===== src/hdl/bwdr_regs.svh =====
// Register offsets, field positions and reset values of the window decode bank.
// Assumes inclusion by bare name from the decode register module.
`ifndef BWDR_REGS_SVH
`define BWDR_REGS_SVH

`define BWDR_OFF_PF_WINDOW     8'h24
`define BWDR_OFF_PF_BASE_UP    8'h28
`define BWDR_OFF_PF_LIMIT_UP   8'h2c
`define BWDR_OFF_IO_UP         8'h30
`define BWDR_OFF_CAP_PTR       8'h34

`define BWDR_PF_BASE_LSB       4
`define BWDR_PF_BASE_MSB       15
`define BWDR_PF_WIDTH_LSB      0
`define BWDR_PF_WIDTH_MSB      3
`define BWDR_PF_LWIDTH_LSB     16
`define BWDR_PF_LWIDTH_MSB     19
`define BWDR_PF_LIMIT_LSB      20
`define BWDR_PF_LIMIT_MSB      31
`define BWDR_IO_BASE_LSB       0
`define BWDR_IO_BASE_MSB       15
`define BWDR_IO_LIMIT_LSB      16
`define BWDR_IO_LIMIT_MSB      31

`define BWDR_ADDR64_CODE       4'h1
`define BWDR_CAP_PTR_VALUE     8'hb0
`define BWDR_PF_FIELD_RST      12'h000
`define BWDR_UPPER_RST         32'h0000_0000
`define BWDR_IO_FIELD_RST      16'h0000
`define BWDR_PF_LOW_BASE       20'h00000
`define BWDR_PF_LOW_LIMIT      20'hfffff
`define BWDR_IO_LOW_BASE       12'h000
`define BWDR_IO_LOW_LIMIT      12'hfff

`endif


===== src/hdl/bwdr_pkg.sv =====
// Types shared by the window decode bank.
// Assumes the constants header is on the include path.
package bwdr_pkg;
   typedef logic [31:0] bwdr_word_t;
   typedef logic [63:0] bwdr_addr64_t;
   typedef enum logic [1:0] {
      BWDR_IDLE   = 2'b00,
      BWDR_ACCESS = 2'b01
   } bwdr_state_t;
endpackage : bwdr_pkg


===== src/hdl/bwdr_range_cmp.sv =====
// Inclusive window compare of one address against base and limit.
// Assumes base and limit are already assembled to full width.
`timescale 1ns/100ps
`default_nettype none
module bwdr_range_cmp #(
   parameter int unsigned W = 64
) (
   // Operands
   input  wire logic [W-1:0] addr,
   input  wire logic [W-1:0] base,
   input  wire logic [W-1:0] limit,
   // Result
   output logic              hit
);
   assign hit = (addr >= base) && (addr <= limit);
endmodule : bwdr_range_cmp
`default_nettype wire


===== src/hdl/bwdr_decode_regs.sv =====
// Prefetchable and upper I/O window registers with APB slave and forward decode.
// Assumes an APB master on pclk; transaction addresses arrive on pclk.
//
// Function
// Prefetch base field bits 15:4 writable, gives address 31:20, low bits zero.
// Read-only width code in bits 19:16, 0001 means 64-bit, reset 1.
// Prefetch limit field bits 31:20 writable, low 20 address bits all ones.
// Prefetch base and limit decide forwarding of memory reads and writes.
// Writable 32-bit upper half of prefetch base, reset zero.
// Writable 32-bit upper half of prefetch limit, reset zero.
// Writable I/O base bits 31:16 in bits 15:0, reset zero, steers forwarding.
// Writable I/O limit bits 31:16, reset zero, steers I/O forwarding.
// Capabilities pointer bits 7:0 read-only, always returns b0.
// I/O limit low 12 bits all ones, I/O base low bits zero.
// Inside window when base <= address <= limit, full width compare.
// Writes to read-only fields ignored, fixed values returned.
//
// Decided for this implementation: the APB interface to the registers.
`timescale 1ns/100ps
`default_nettype none
`include "bwdr_regs.svh"
module bwdr_decode_regs (
   // Clock and reset
   input  wire logic        pclk,
   input  wire logic        presetn,
   // APB slave
   input  wire logic        psel,
   input  wire logic        penable,
   input  wire logic        pwrite,
   input  wire logic [7:0]  paddr,
   input  wire logic [31:0] pwdata,
   input  wire logic [3:0]  pstrb,
   output logic [31:0]      prdata,
   output logic             pready,
   output logic             pslverr,
   // Memory decode request
   input  wire logic [63:0] mem_addr,
   input  wire logic        mem_valid,
   output logic             mem_forward,
   // I/O decode request
   input  wire logic [31:0] io_addr,
   input  wire logic        io_valid,
   output logic             io_forward,
   // Assembled windows
   output logic [63:0]      pf_base,
   output logic [63:0]      pf_limit,
   output logic [31:0]      io_base_hi,
   output logic [31:0]      io_limit_hi
);

   // Prefetch window fields
   logic [11:0]           pf_base_q;
   logic [11:0]           pf_base_d;
   logic [11:0]           pf_limit_q;
   logic [11:0]           pf_limit_d;
   // Upper address words
   bwdr_pkg::bwdr_word_t  pf_bup_q;
   bwdr_pkg::bwdr_word_t  pf_bup_d;
   bwdr_pkg::bwdr_word_t  pf_lup_q;
   bwdr_pkg::bwdr_word_t  pf_lup_d;
   // Upper I/O halves
   logic [15:0]           io_base_q;
   logic [15:0]           io_base_d;
   logic [15:0]           io_limit_q;
   logic [15:0]           io_limit_d;
   // Read data
   bwdr_pkg::bwdr_word_t  prdata_q;
   bwdr_pkg::bwdr_word_t  prdata_d;
   // Forward results
   logic                  mem_fwd_q;
   logic                  mem_fwd_d;
   logic                  io_fwd_q;
   logic                  io_fwd_d;
   // Bus phase and decode
   bwdr_pkg::bwdr_state_t phase_q;
   bwdr_pkg::bwdr_state_t phase_d;
   logic                  wr_en;
   logic                  rd_en;
   logic                  addr_ok;
   logic                  sel_pf_win;
   logic                  sel_pf_bup;
   logic                  sel_pf_lup;
   logic                  sel_io;
   logic                  sel_cap;
   bwdr_pkg::bwdr_word_t  wmask;
   bwdr_pkg::bwdr_word_t  pf_word;
   bwdr_pkg::bwdr_word_t  io_word;
   bwdr_pkg::bwdr_word_t  cap_word;
   // Compare results
   logic                  mem_hit;
   logic                  io_hit;

   // APB phase tracker; writes count only after a setup cycle
   always_comb begin
      phase_d = phase_q;
      case (phase_q)
         bwdr_pkg::BWDR_IDLE: begin
            if (psel && !penable) begin
               phase_d = bwdr_pkg::BWDR_ACCESS;
            end
         end
         bwdr_pkg::BWDR_ACCESS: begin
            if (pready) begin
               phase_d = bwdr_pkg::BWDR_IDLE;
            end
         end
         default: begin
            // Unused codes return to idle
            phase_d = bwdr_pkg::BWDR_IDLE;
         end
      endcase
   end

   always_ff @(posedge pclk or negedge presetn) begin
      if (!presetn) begin
         phase_q <= bwdr_pkg::BWDR_IDLE;
      end else begin
         phase_q <= phase_d;
      end
   end

   // APB transfer qualifiers
   assign wr_en = psel && penable && pwrite && (phase_q == bwdr_pkg::BWDR_ACCESS);
   assign rd_en = psel && !penable && !pwrite;
   assign wmask = {{8{pstrb[3]}},
                   {8{pstrb[2]}},
                   {8{pstrb[1]}},
                   {8{pstrb[0]}}};

   // Register selects
   assign sel_pf_win = (paddr == `BWDR_OFF_PF_WINDOW);
   assign sel_pf_bup = (paddr == `BWDR_OFF_PF_BASE_UP);
   assign sel_pf_lup = (paddr == `BWDR_OFF_PF_LIMIT_UP);
   assign sel_io     = (paddr == `BWDR_OFF_IO_UP);
   assign sel_cap    = (paddr == `BWDR_OFF_CAP_PTR);
   assign addr_ok    = sel_pf_win
                    || sel_pf_bup
                    || sel_pf_lup
                    || sel_io
                    || sel_cap;

   // Zero-wait slave, error on unmapped offsets
   assign pready  = 1'b1;
   assign pslverr = psel && penable && !addr_ok;
   assign prdata  = prdata_q;

   // Read views of the mixed words
   assign pf_word  = {pf_limit_q, `BWDR_ADDR64_CODE, pf_base_q, `BWDR_ADDR64_CODE};
   assign io_word  = {io_limit_q, io_base_q};
   // Fixed code, no storage behind it
   assign cap_word = {24'h00_0000, `BWDR_CAP_PTR_VALUE};

   // Assembled windows
   assign pf_base     = {pf_bup_q, pf_base_q, `BWDR_PF_LOW_BASE};
   assign pf_limit    = {pf_lup_q, pf_limit_q, `BWDR_PF_LOW_LIMIT};
   assign io_base_hi  = {io_base_q, 4'h0, `BWDR_IO_LOW_BASE};
   assign io_limit_hi = {io_limit_q, 4'hf, `BWDR_IO_LOW_LIMIT};

   // Inclusive window compares
   bwdr_range_cmp #(.W(64)) u_mem_cmp (
      .addr  (mem_addr),
      .base  (pf_base),
      .limit (pf_limit),
      .hit   (mem_hit)
   );

   bwdr_range_cmp #(.W(32)) u_io_cmp (
      .addr  (io_addr),
      .base  (io_base_hi),
      .limit (io_limit_hi),
      .hit   (io_hit)
   );

   assign mem_forward = mem_fwd_q;
   assign io_forward  = io_fwd_q;

   // Prefetch base and limit fields
   always_comb begin
      pf_base_d  = pf_base_q;
      pf_limit_d = pf_limit_q;
      if (wr_en && sel_pf_win) begin
         // Width codes at 19:16 and 3:0 are not stored
         pf_base_d  = (pf_base_q & ~wmask[`BWDR_PF_BASE_MSB:`BWDR_PF_BASE_LSB])
                    | (pwdata[`BWDR_PF_BASE_MSB:`BWDR_PF_BASE_LSB]
                       & wmask[`BWDR_PF_BASE_MSB:`BWDR_PF_BASE_LSB]);
         pf_limit_d = (pf_limit_q & ~wmask[`BWDR_PF_LIMIT_MSB:`BWDR_PF_LIMIT_LSB])
                    | (pwdata[`BWDR_PF_LIMIT_MSB:`BWDR_PF_LIMIT_LSB]
                       & wmask[`BWDR_PF_LIMIT_MSB:`BWDR_PF_LIMIT_LSB]);
      end
   end

   always_ff @(posedge pclk or negedge presetn) begin
      if (!presetn) begin
         pf_base_q  <= `BWDR_PF_FIELD_RST;
         pf_limit_q <= `BWDR_PF_FIELD_RST;
      end else begin
         pf_base_q  <= pf_base_d;
         pf_limit_q <= pf_limit_d;
      end
   end

   // Upper address words of the prefetch window
   always_comb begin
      pf_bup_d = pf_bup_q;
      pf_lup_d = pf_lup_q;
      if (wr_en && sel_pf_bup) begin
         pf_bup_d = (pf_bup_q & ~wmask) | (pwdata & wmask);
      end
      if (wr_en && sel_pf_lup) begin
         pf_lup_d = (pf_lup_q & ~wmask) | (pwdata & wmask);
      end
   end

   always_ff @(posedge pclk or negedge presetn) begin
      if (!presetn) begin
         pf_bup_q <= `BWDR_UPPER_RST;
         pf_lup_q <= `BWDR_UPPER_RST;
      end else begin
         pf_bup_q <= pf_bup_d;
         pf_lup_q <= pf_lup_d;
      end
   end

   // Upper I/O halves, base in 15:0 and limit in 31:16
   always_comb begin
      io_base_d  = io_base_q;
      io_limit_d = io_limit_q;
      if (wr_en && sel_io) begin
         io_base_d  = (io_base_q & ~wmask[`BWDR_IO_BASE_MSB:`BWDR_IO_BASE_LSB])
                    | (pwdata[`BWDR_IO_BASE_MSB:`BWDR_IO_BASE_LSB]
                       & wmask[`BWDR_IO_BASE_MSB:`BWDR_IO_BASE_LSB]);
         io_limit_d = (io_limit_q & ~wmask[`BWDR_IO_LIMIT_MSB:`BWDR_IO_LIMIT_LSB])
                    | (pwdata[`BWDR_IO_LIMIT_MSB:`BWDR_IO_LIMIT_LSB]
                       & wmask[`BWDR_IO_LIMIT_MSB:`BWDR_IO_LIMIT_LSB]);
      end
   end

   always_ff @(posedge pclk or negedge presetn) begin
      if (!presetn) begin
         io_base_q  <= `BWDR_IO_FIELD_RST;
         io_limit_q <= `BWDR_IO_FIELD_RST;
      end else begin
         io_base_q  <= io_base_d;
         io_limit_q <= io_limit_d;
      end
   end

   // Read data, loaded in the setup cycle of a read
   // Capability pointer has no write path at all
   always_comb begin
      prdata_d = prdata_q;
      if (rd_en) begin
         case (paddr)
            `BWDR_OFF_PF_WINDOW: begin
               prdata_d = pf_word;
            end
            `BWDR_OFF_PF_BASE_UP: begin
               prdata_d = pf_bup_q;
            end
            `BWDR_OFF_PF_LIMIT_UP: begin
               prdata_d = pf_lup_q;
            end
            `BWDR_OFF_IO_UP: begin
               prdata_d = io_word;
            end
            `BWDR_OFF_CAP_PTR: begin
               prdata_d = cap_word;
            end
            default: begin
               prdata_d = 32'h0000_0000;
            end
         endcase
      end
   end

   always_ff @(posedge pclk or negedge presetn) begin
      if (!presetn) begin
         prdata_q <= 32'h0000_0000;
      end else begin
         prdata_q <= prdata_d;
      end
   end

   // Forward decisions, registered one cycle after the request
   always_comb begin
      mem_fwd_d = 1'b0;
      io_fwd_d  = 1'b0;
      if (mem_valid) begin
         mem_fwd_d = mem_hit;
      end
      if (io_valid) begin
         io_fwd_d = io_hit;
      end
   end

   always_ff @(posedge pclk or negedge presetn) begin
      if (!presetn) begin
         mem_fwd_q <= 1'b0;
         io_fwd_q  <= 1'b0;
      end else begin
         mem_fwd_q <= mem_fwd_d;
         io_fwd_q  <= io_fwd_d;
      end
   end
endmodule : bwdr_decode_regs
`default_nettype wire


===== config.mk =====
export PLATFORM = sky130hd
export DESIGN_NAME = bwdr_decode_regs
export DESIGN_NICKNAME = d
export VERILOG_FILES = /design/src/hdl/bwdr_pkg.sv /design/src/hdl/bwdr_range_cmp.sv /design/src/hdl/bwdr_decode_regs.sv
export VERILOG_INCLUDE_DIRS = /design/src /design/src/hdl
export SDC_FILE = /design/constraint.sdc
export NUM_CORES = 1
export LEC_CHECK = 0
export BUFFER_PORTS_ARGS = -buffer_cell sky130_fd_sc_hd__buf_2
export CAP_MARGIN = 5
export CORE_MARGIN = 5
export CORE_UTILIZATION = 55
export DETAILED_ROUTE_END_ITERATION = 7
export HOLD_SLACK_MARGIN = 0.08
export PLACE_DENSITY = 0.95
export SYNTH_ARGS = -nofsm -noshare
export SYNTH_HDL_FRONTEND = slang
export SYNTH_HIERARCHICAL = 1
export SYNTH_SLANG_ARGS = --single-unit
export TNS_END_PERCENT = 50

===== constraint.sdc =====
create_clock -name pclk -period 4.22 [get_ports pclk]
set_clock_uncertainty 0.2 [all_clocks]
set_input_delay 1.055 -clock pclk [delete_from_list [all_inputs] [get_ports pclk]]
set_output_delay 1.055 -clock pclk [all_outputs]
set_load 0.02 [all_outputs]

# --- Word-level counts from Yosys, hierarchy flattened ---
# Cells that the tools add are included.
word_totals:
  ff_bits: 156
  latchBits: 0
  mem_bits_rw: 0
  mem_bits_ro: 0
  mem_count: 0
op_classes:
  n_addsub: 0
  n_mul: 0
  div: 0
  n_lt_le_gt_ge: 4
  n_eq_ne: 7
  shift: 0
  n_mux: 5
  n_bitwise: 22
  reduce_logical: 20
op_table:
  columns: ["cell", "count"]
  rows:
  - ["$pmux W32 S5", 1]
  - ["$and A32 B32 Y32", 3]
  - ["$and A16 B16 Y16", 4]
  - ["$ge A64 B64 Y1", 1]
  - ["$le A64 B64 Y1", 1]
  - ["$or A32 B32 Y32", 2]
  - ["$and A12 B12 Y12", 4]
  - ["$eq A8 B6 Y1 const B", 5]
  - ["$ge A32 B32 Y1", 1]
  - ["$le A32 B32 Y1", 1]
  - ["$not A16 Y16", 2]
  - ["$not A32 Y32", 1]
  - ["$or A16 B16 Y16", 2]
  - ["$not A12 Y12", 2]
  - ["$or A12 B12 Y12", 2]
  - ["$logic_and A1 B1 Y1", 12]
  - ["$logic_or A1 B1 Y1", 4]
  - ["$mux W2", 2]
  - ["$logic_not A1 Y1", 3]
  - ["$eq A2 B1 Y1 const B", 1]
  - ["$logic_not A2 Y1", 1]
  - ["$mux W1", 2]
  - ["$ne A2 B2 Y1 const B", 1]

# --- Longest topological paths before layout ---
# Gate-level depths: netlist (run 1).
logic_depth:
  depth_word: 7
  ltp_mapped: 10
  ltp_nobuf: 10

# --- Modules after synthesis ---
# Netlist (run 1), hierarchy kept.
by_module_without_submodules:
  columns: ["module", "instances", "cells_each", "area_per_inst_um2", "seq_area_each_um2"]
  rows:
  - ["bwdr_decode_regs", 1, 549, 7355.8, 3878.7]
  - ["bwdr_range_cmp at u_mem_cmp", 1, 451, 3168.0, 0.0]
  - ["bwdr_range_cmp at u_io_cmp", 1, 226, 1604.0, 0.0]

# --- Worst setup path after synthesis (run 1) ---
# Ideal clock, no wire load.
synth_path:
  path_type: "input port to output port"
  start: "input paddr[7]"
  end: "output pslverr"
  t_arrival_ns: 2.011
  required_time_ns: 2.965
  path_slack_ns: 0.954
  cell_stages: 4
  path_buffers: 1
  cell_sequence: "or3b_1 > buf_2 > nand4b_1 > and3_1"
synth_via:
  elab_chain_len: 7
synth_rtl:
  columns: ["element", "line", "text"]
  rows:
  - ["start: declaration", "bwdr_decode_regs.sv:30", "input wire logic [7:0] paddr,"]
  - ["$eq A8 B6 Y1", null, null]
  - ["$logic_or A1 B1 Y1", "bwdr_decode_regs.sv:137", "|| sel_pf_bup"]
  - ["$logic_or A1 B1 Y1", "bwdr_decode_regs.sv:138", "|| sel_pf_lup"]
  - ["$logic_or A1 B1 Y1", "bwdr_decode_regs.sv:139", "|| sel_io"]
  - ["$logic_or A1 B1 Y1 *", "bwdr_decode_regs.sv:140", "|| sel_cap;"]
  - ["$logic_not A1 Y1 *", "bwdr_decode_regs.sv:144", "assign pslverr = psel && penable && !addr_ok;"]
  - ["$logic_and A1 B1 Y1 *", "bwdr_decode_regs.sv:144", null]
  - ["end: declaration", "bwdr_decode_regs.sv:35", "output logic pslverr,"]
# Mark *: on every way between the ends. The rest lies on a longest branch, timed or not.

# --- Worst setup path in the final report (run 1) ---
layout_path:
  start: "input mem_addr[61]"
  end: "register mem_fwd_q, in the netlist mem_forward"
layout_via:
  elab_chain_len: 3
layout_rtl:
  columns: ["element", "line", "text"]
  rows:
  - ["start: declaration", "bwdr_decode_regs.sv:37", "input wire logic [63:0] mem_addr,"]
  - ["$ge A64 B64 Y1 / $le A64 B64 Y1 (equally long branches)", "bwdr_range_cmp.sv:15", "assign hit = (addr >= base) && (addr <= limit);"]
  - ["$logic_and A1 B1 Y1 *", "bwdr_range_cmp.sv:15", null]
  - ["named net mem_hit", "bwdr_decode_regs.sv:90", "logic mem_hit;"]
  - ["$mux W1 *", "bwdr_decode_regs.sv:288", "if (mem_valid) begin"]
  - ["named net mem_fwd_d", "bwdr_decode_regs.sv:71", "logic mem_fwd_d;"]
  - ["end signal: assignment", "bwdr_decode_regs.sv:301", "mem_fwd_q <= mem_fwd_d;"]
  - ["end: declaration", "bwdr_decode_regs.sv:70", "logic mem_fwd_q;"]
# Mark *: on every way through the listed nets, which the timed path passes. The rest lies on a longest branch.
# A chain may end at the register's enable or synchronous reset.

==> flow_summary.toml, run 1 <==
[final_layout]
layout.nets = 1941
fillerInstances = 1710
multi_input_area_sq_um = 7400
area_delta_synth_final_pct = 20.6
layout_utilization_pct = 67.2
layout.area.seq_sq_um = 3880
share_of_post_route_cells_with_drive_strength_above_1_pct = 30.4
postLayoutCellArea_sq_um = 14600

[synthesis]
synthesis.instances = 1226
syn_area_sq_um = 12100
postSynth.topFlopCell = "dfrtp_1"
synth.distinct_cells = 68
synth_async_sr_flop_share_pct = 100
yosysWarningCount = 6
synth_enable_flop_cells = 0
synth_area_per_cell_sq_um = 9.89
number_of_flip_flops_and_latches_in_the_synthesized_netlist = 155
synth_seq_area_share_pct = 32.0

[die]
std_cell_rows = 54
num_io_pins = 375
dieArea_sq_um = 25100
dieHeight_microns = 158
design.core.area_sq_um = 21800
dieWidth_microns = 158
effective_utilization_at_floorplan_pct = 55.7

[job]
max_cap_violations = 0

[clock_tree]
cts_num_sinks = 155
worstSkewPairLatency_ns = 0.43
post_cts.resized_instances = 0
holdBufCountCts = 0
cts-root-to-sink-buffers = 2
number_of_buffers_created_by_cts = 17
post-cts-setup-buffers = 0
cts_max_level = 4
clkSlewWorstSetupHoldPaths_ns = 0.07
cts_tree = "built"
cts-root-buf = "clkbuf_16"

[routing]
detail_route.wirelength_microns = 39900
count_of_vias_placed_by_the_detailed_router = 10822
remaining_drc_errors = 0
drt_pass1_iterations = 7
ant_nets = 0
via_count_normalized_by_instance_count = 5.68
avgRoutedWirePerCell_microns = 20.9
drt_iter0_drc = 803

[place]
dp_hpwl_microns = 32100
port_buffers = 301
gp_congestion = 0.958
detailed_place.area_sq_um = 14000

[global_route]
grt-ovfl-total = 0
first_global_vias = 10959
grt_start_max_net_pins = 72
antenna_violations_before_repair = 8
grtUsageTotal_pct = 30.8
grt_pass1_wl_microns = 59200

[worst_setup_path]
end_kind = "flop"
worst_setup_path_startpoint = "mem_addr[61]"
crit_path_top_delay_cell = "or4_4"
worst-path-max-fanout = 3
regToRegSetupSlack_ns = 0.77
cp_cell_sequence = "buf_2, ha_1, nand4_1, nor3_1, nand3_1, or4_4, or3_1, a32oi_1, and2_1"
criticalPathCategory = "input pin to flop"
start_kind = "input pin"
worstPathRequired_ns = 4.39
critical_path.reg2reg.endpoint = "mem_forward"
endpoint = "mem_forward"
worst_ep_arrival_time_ns = 3.87
crit_path_max_incr_delay_ns = 0.64
r2r_cells = 9

[sta]
timing.max_slew.rel_slack_pct = 26.0
rsz0062_at_grt = "false"
setup_total_negative_slack_ns = 0
final_max_slew_viol_count = 0
tightestPinTransition_ns = 1.11
period_minus_slack_ns = 3.70
fmax_mhz = 271
timing.final.hold_violations = 0
setup_violations = 0
final.period_utilization_pct = 87.6
hold_ws_ns = 0.246

[pwr]
irDropWorstVdd_v = 0.000279
power.static_leakage_uw = 0.00796
power_density_nw_per_um2 = 256

[outcome]
run_status = "complete, no violations"

[min_path]
hold_crit_path_type = "flop to flop"
hold_path_startpoint = "phase_q[0]"
## layout by cell type, fill, tap and decap left out, types with 29 or more instances in the layout
cell type | Yosys | layout
buf_2 | 4 | 300
inv_1 | 193 | 193
ha_1 | 192 | 192
dfrtp_1 | 155 | 155
conb_1 | 2 | 145
mux2_2 | 114 | 114
a21oi_1 | 76 | 76
nand2_1 | 62 | 62
mux2i_1 | 32 | 32
o21ai_0 | 30 | 30
nand4_1 | 29 | 29
a22o_1 | 29 | 29
## power by group
group / internal (uW) / total, uW / switching [uW]
Sequential: 1490 / 1490 / 3.57
Combinational: 212 / 597 / 384
Clock: 998 / 1660 / 658
Total: 2700 / 3750 / 1050
## cells in the mapped netlist, types with 20 or more instances
library cell  count  area share [%]
o21ai_0          30             1.2
inv_1           193             6.0
nand2_1          62             1.9
nor2_1           21            0.65
ha_1            192              20
o22ai_1          23             1.2
mux2_2          114              11
clkbuf_1         20            0.62
mux2i_1          32             2.6
a21oi_1          76             3.1
a22oi_1          21             1.3
a22o_1           29             2.1
buf_4            74             4.6
dfrtp_1         155              32
nand4_1          29             1.5
## metal layers
layer / up-vias / part of all wire, % / global-route usage [%]
li1: 4912 / - / -
met1: 5205 / 38 / 36.9
met2: 588 / 49 / 53.3
met3: 117 / 7.9 / 5.93
met4: 0 / 4.7 / 14.5
met5: - / 0 / 0
## how the worst min path moves through the flow
stage            endpoint  slack (ns)  cells after the start
3_3_place_gp   phase_q[0]        0.22                      1
5_1_grt        phase_q[0]        0.27                      1
6_report       phase_q[0]        0.25                      1
4_1_cts        phase_q[0]        0.24                      1
3_5_place_dp   phase_q[0]        0.23                      1
2_1_floorplan  phase_q[0]        0.21                      1
## final cells by class
cell class,count,area share [%]
Clock buffer,19,2.96
Clock inverter,13,1.31
Tap cell,280,2.40
Sequential cell,155,26.5
Antenna cell,9,0.154
Multi-Input combinational cell,920,50.6
Timing Repair Buffer,315,11.1
Inverter,193,4.95
## worst max-delay path, delay by kind of cell
| kind | cells | cell delay, ns |
|---|---|---|
| buf+inv | 1 | 0.11 |
| compound gates | 1 | 0.15 |
| fa+ha+maj | 1 | 0.30 |
| simple gates | 6 | 2.26 |
## kinds of logic after synthesis
logic type	Yosys count	share of synthesized area, %
AOI/OAI and AO/OA	237	12.9
DFF	155	32.0
and+or+nand+nor	194	9.95
adders and majority gates	192	19.8
muxes	152	13.8
other	2	0.0619
buffers and inverters	294	11.5
## stage by stage
step	worst slack [ns]	power, uW	cells
2_1_floorplan	0.954	1910	1369
3_3_place_gp	0.101	2070	1863
3_5_place_dp	0.0675	2090	1863
4_1_cts	0.504	3730	1895
5_1_grt	0.469	3890	1902
6_report	0.524	3750	1904
Note: power is estimated with default switching activity, not from simulation.
==> inputs of run 2 (changes only) <==
Settings changed: BUFFER_PORTS_ARGS -buffer_cell sky130_fd_sc_hd__buf_2 to -buffer_cell sky130_fd_sc_hd__buf_4, REMOVE_ABC_BUFFERS set to 1.
==> run 2 against run 1 <==
Compared with the run above:
- wire length increased by 4.0%
- highest routed layer unchanged
- critical path depth decreased by 4
- cell area rose by 4.7%
- register-to-register slack gained 0.28 ns
- global-route usage rose by 1.4 points
- critical path type is now input pin to output port
- maximum frequency grew 3.6%
==> flow_summary.toml, run 2 (synthesized netlist as in run 1, its figures left out) <==
[outcome]
run_status = "complete, no violations"

[final_layout]
n_antenna_cell = 0
layout.nets = 1941
multi_input_area_sq_um = 7400
layout.area.seq_sq_um = 3880
fillerInstances = 1567
area_delta_synth_final_pct = 26.3
share_of_post_route_cells_with_drive_strength_above_1_pct = 30.5
most-common-layout-cells = "313 x buf_4, 193 x inv_1, 192 x ha_1"
mostFrequentLayoutCell = "buf_4"

[worst_setup_path]
worstPathRequired_ns = 2.96
regToRegSetupSlack_ns = 1.05
worst_ep_arrival_time_ns = 2.31
start_kind = "input pin"
cp_cell_sequence = "buf_4, or3b_1, nand4b_1, and3_1, buf_4"
criticalPathCategory = "input pin to output port"
worst-path-max-fanout = 7
crit_path_max_incr_delay_ns = 0.51
end_kind = "output port"
crit_path_top_delay_cell = "or3b_1"
cpMostUsedCell = "buf_4"

[clock_tree]
worstSkewPairLatency_ns = 0.43
cts-root-buf = "clkbuf_16"
number_of_buffers_created_by_cts = 17
post_cts.resized_instances = 0
post-cts-setup-buffers = 0
cts_max_level = 4
holdBufCountCts = 0
cts_tree = "built"
cts-root-to-sink-buffers = 2
cts_num_sinks = 155
clkSlewWorstSetupHoldPaths_ns = 0.06

[place]
dp_worst_setup_slack_ns = 0.495
gp_congestion = 0.929
dp_hpwl_microns = 33200
port_buffers = 301

[sta]
period_minus_slack_ns = 3.57
timing.final.hold_violations = 0
fmax_mhz = 280
setup_total_negative_slack_ns = 0
timing.max_slew.rel_slack_pct = 28.0
final_worst_slack_ns = 0.653
final.period_utilization_pct = 84.5
rsz0062_at_grt = "false"
setup_violations = 0
tightestPinTransition_ns = 1.08
hold_ws_ns = 0.275
final_max_slew_viol_count = 0

[min_path]
hold_crit_path_type = "flop to flop"

[global_route]
first_global_vias = 11257
antenna_violations_before_repair = 0
grtUsageTotal_pct = 32.2
grt_start_max_net_pins = 91
grt-ovfl-total = 0
grt_pass1_wl_microns = 61300

[routing]
remaining_drc_errors = 0
avgRoutedWirePerCell_microns = 21.9
drt_iter0_drc = 741
via_count_normalized_by_instance_count = 5.77
count_of_vias_placed_by_the_detailed_router = 10935
drt_pass1_iterations = 7
detail_route.wirelength_microns = 41500
ant_nets = 0

[pwr]
irDropWorstVdd_v = 0.000259
power_density_nw_per_um2 = 241
power.static_leakage_uw = 0.00806

[die]
dieWidth_microns = 158
dieArea_sq_um = 25100
design.core.area_sq_um = 21800
dieHeight_microns = 158
num_io_pins = 375
std_cell_rows = 54
effective_utilization_at_floorplan_pct = 55.7

[job]
max_cap_violations = 0
## run 2: cell count changes in the layout (fill, tap and decap cells not counted)
cell	delta
buf_2	-300
buf_4	+300
diode_2	-9
inv_8	+4
bufinv_16	-3
clkbuf_1	-2
clkinvlp_4	-2
inv_6	+2
clkbuf_8	+1
## run 2: metrics by stage
step	utilization, %	cells	area (sq um)	power [uW]
after global routing	70.4	1895	15300	3840
after global placement	67.7	1863	14700	2110
final	70.4	1895	15300	3690
after floorplan	-	1268	12000	1850
after CTS	70.4	1895	15300	3680
after detailed placement	67.7	1863	14700	2140
## run 2: final cells by class
class | count | area share (%)
Multi-Input combinational cell | 920 | 48.3
Sequential cell | 155 | 25.3
Timing Repair Buffer | 315 | 15.5
Inverter | 193 | 4.73
Clock buffer | 18 | 2.87
Tap cell | 280 | 2.29
Clock inverter | 14 | 0.972
## run 2: per-layer routing
metal	routed length (microns)	track usage (%)	vias to the layer above
li1	-	-	4910
met3	3910	7.88	175
met2	19800	54.8	623
met1	15000	36.4	5227
met5	0	0	-
met4	2780	19.7	0
## run 2: power breakdown
part           switching (uW)  leakage, uW  internal (uW)
logic                     387      0.00561            253
clock network             707     0.000290            855
registers                3.62      0.00216           1490
total                    1100      0.00806           2600
## run 2: worst max-delay path: cells and delay by family
kind	cells	cell delay (ns)
and+or+nand+nor	3	1.00
buffers and inverters	2	0.25
## run 2: final timing paths
| kind | start | end | cells after the start |
|---|---|---|---|
| max | paddr[7] | pslverr | 5 |
| max reg2reg | flop | mem_forward | 9 |
| min reg2reg | phase_q[0] | phase_q[0] | 1 |
| max in group asynchronous | presetn | async pin | 2 |
| min | phase_q[0] | phase_q[0] | 1 |
| min in group asynchronous | presetn | async pin | 1 |
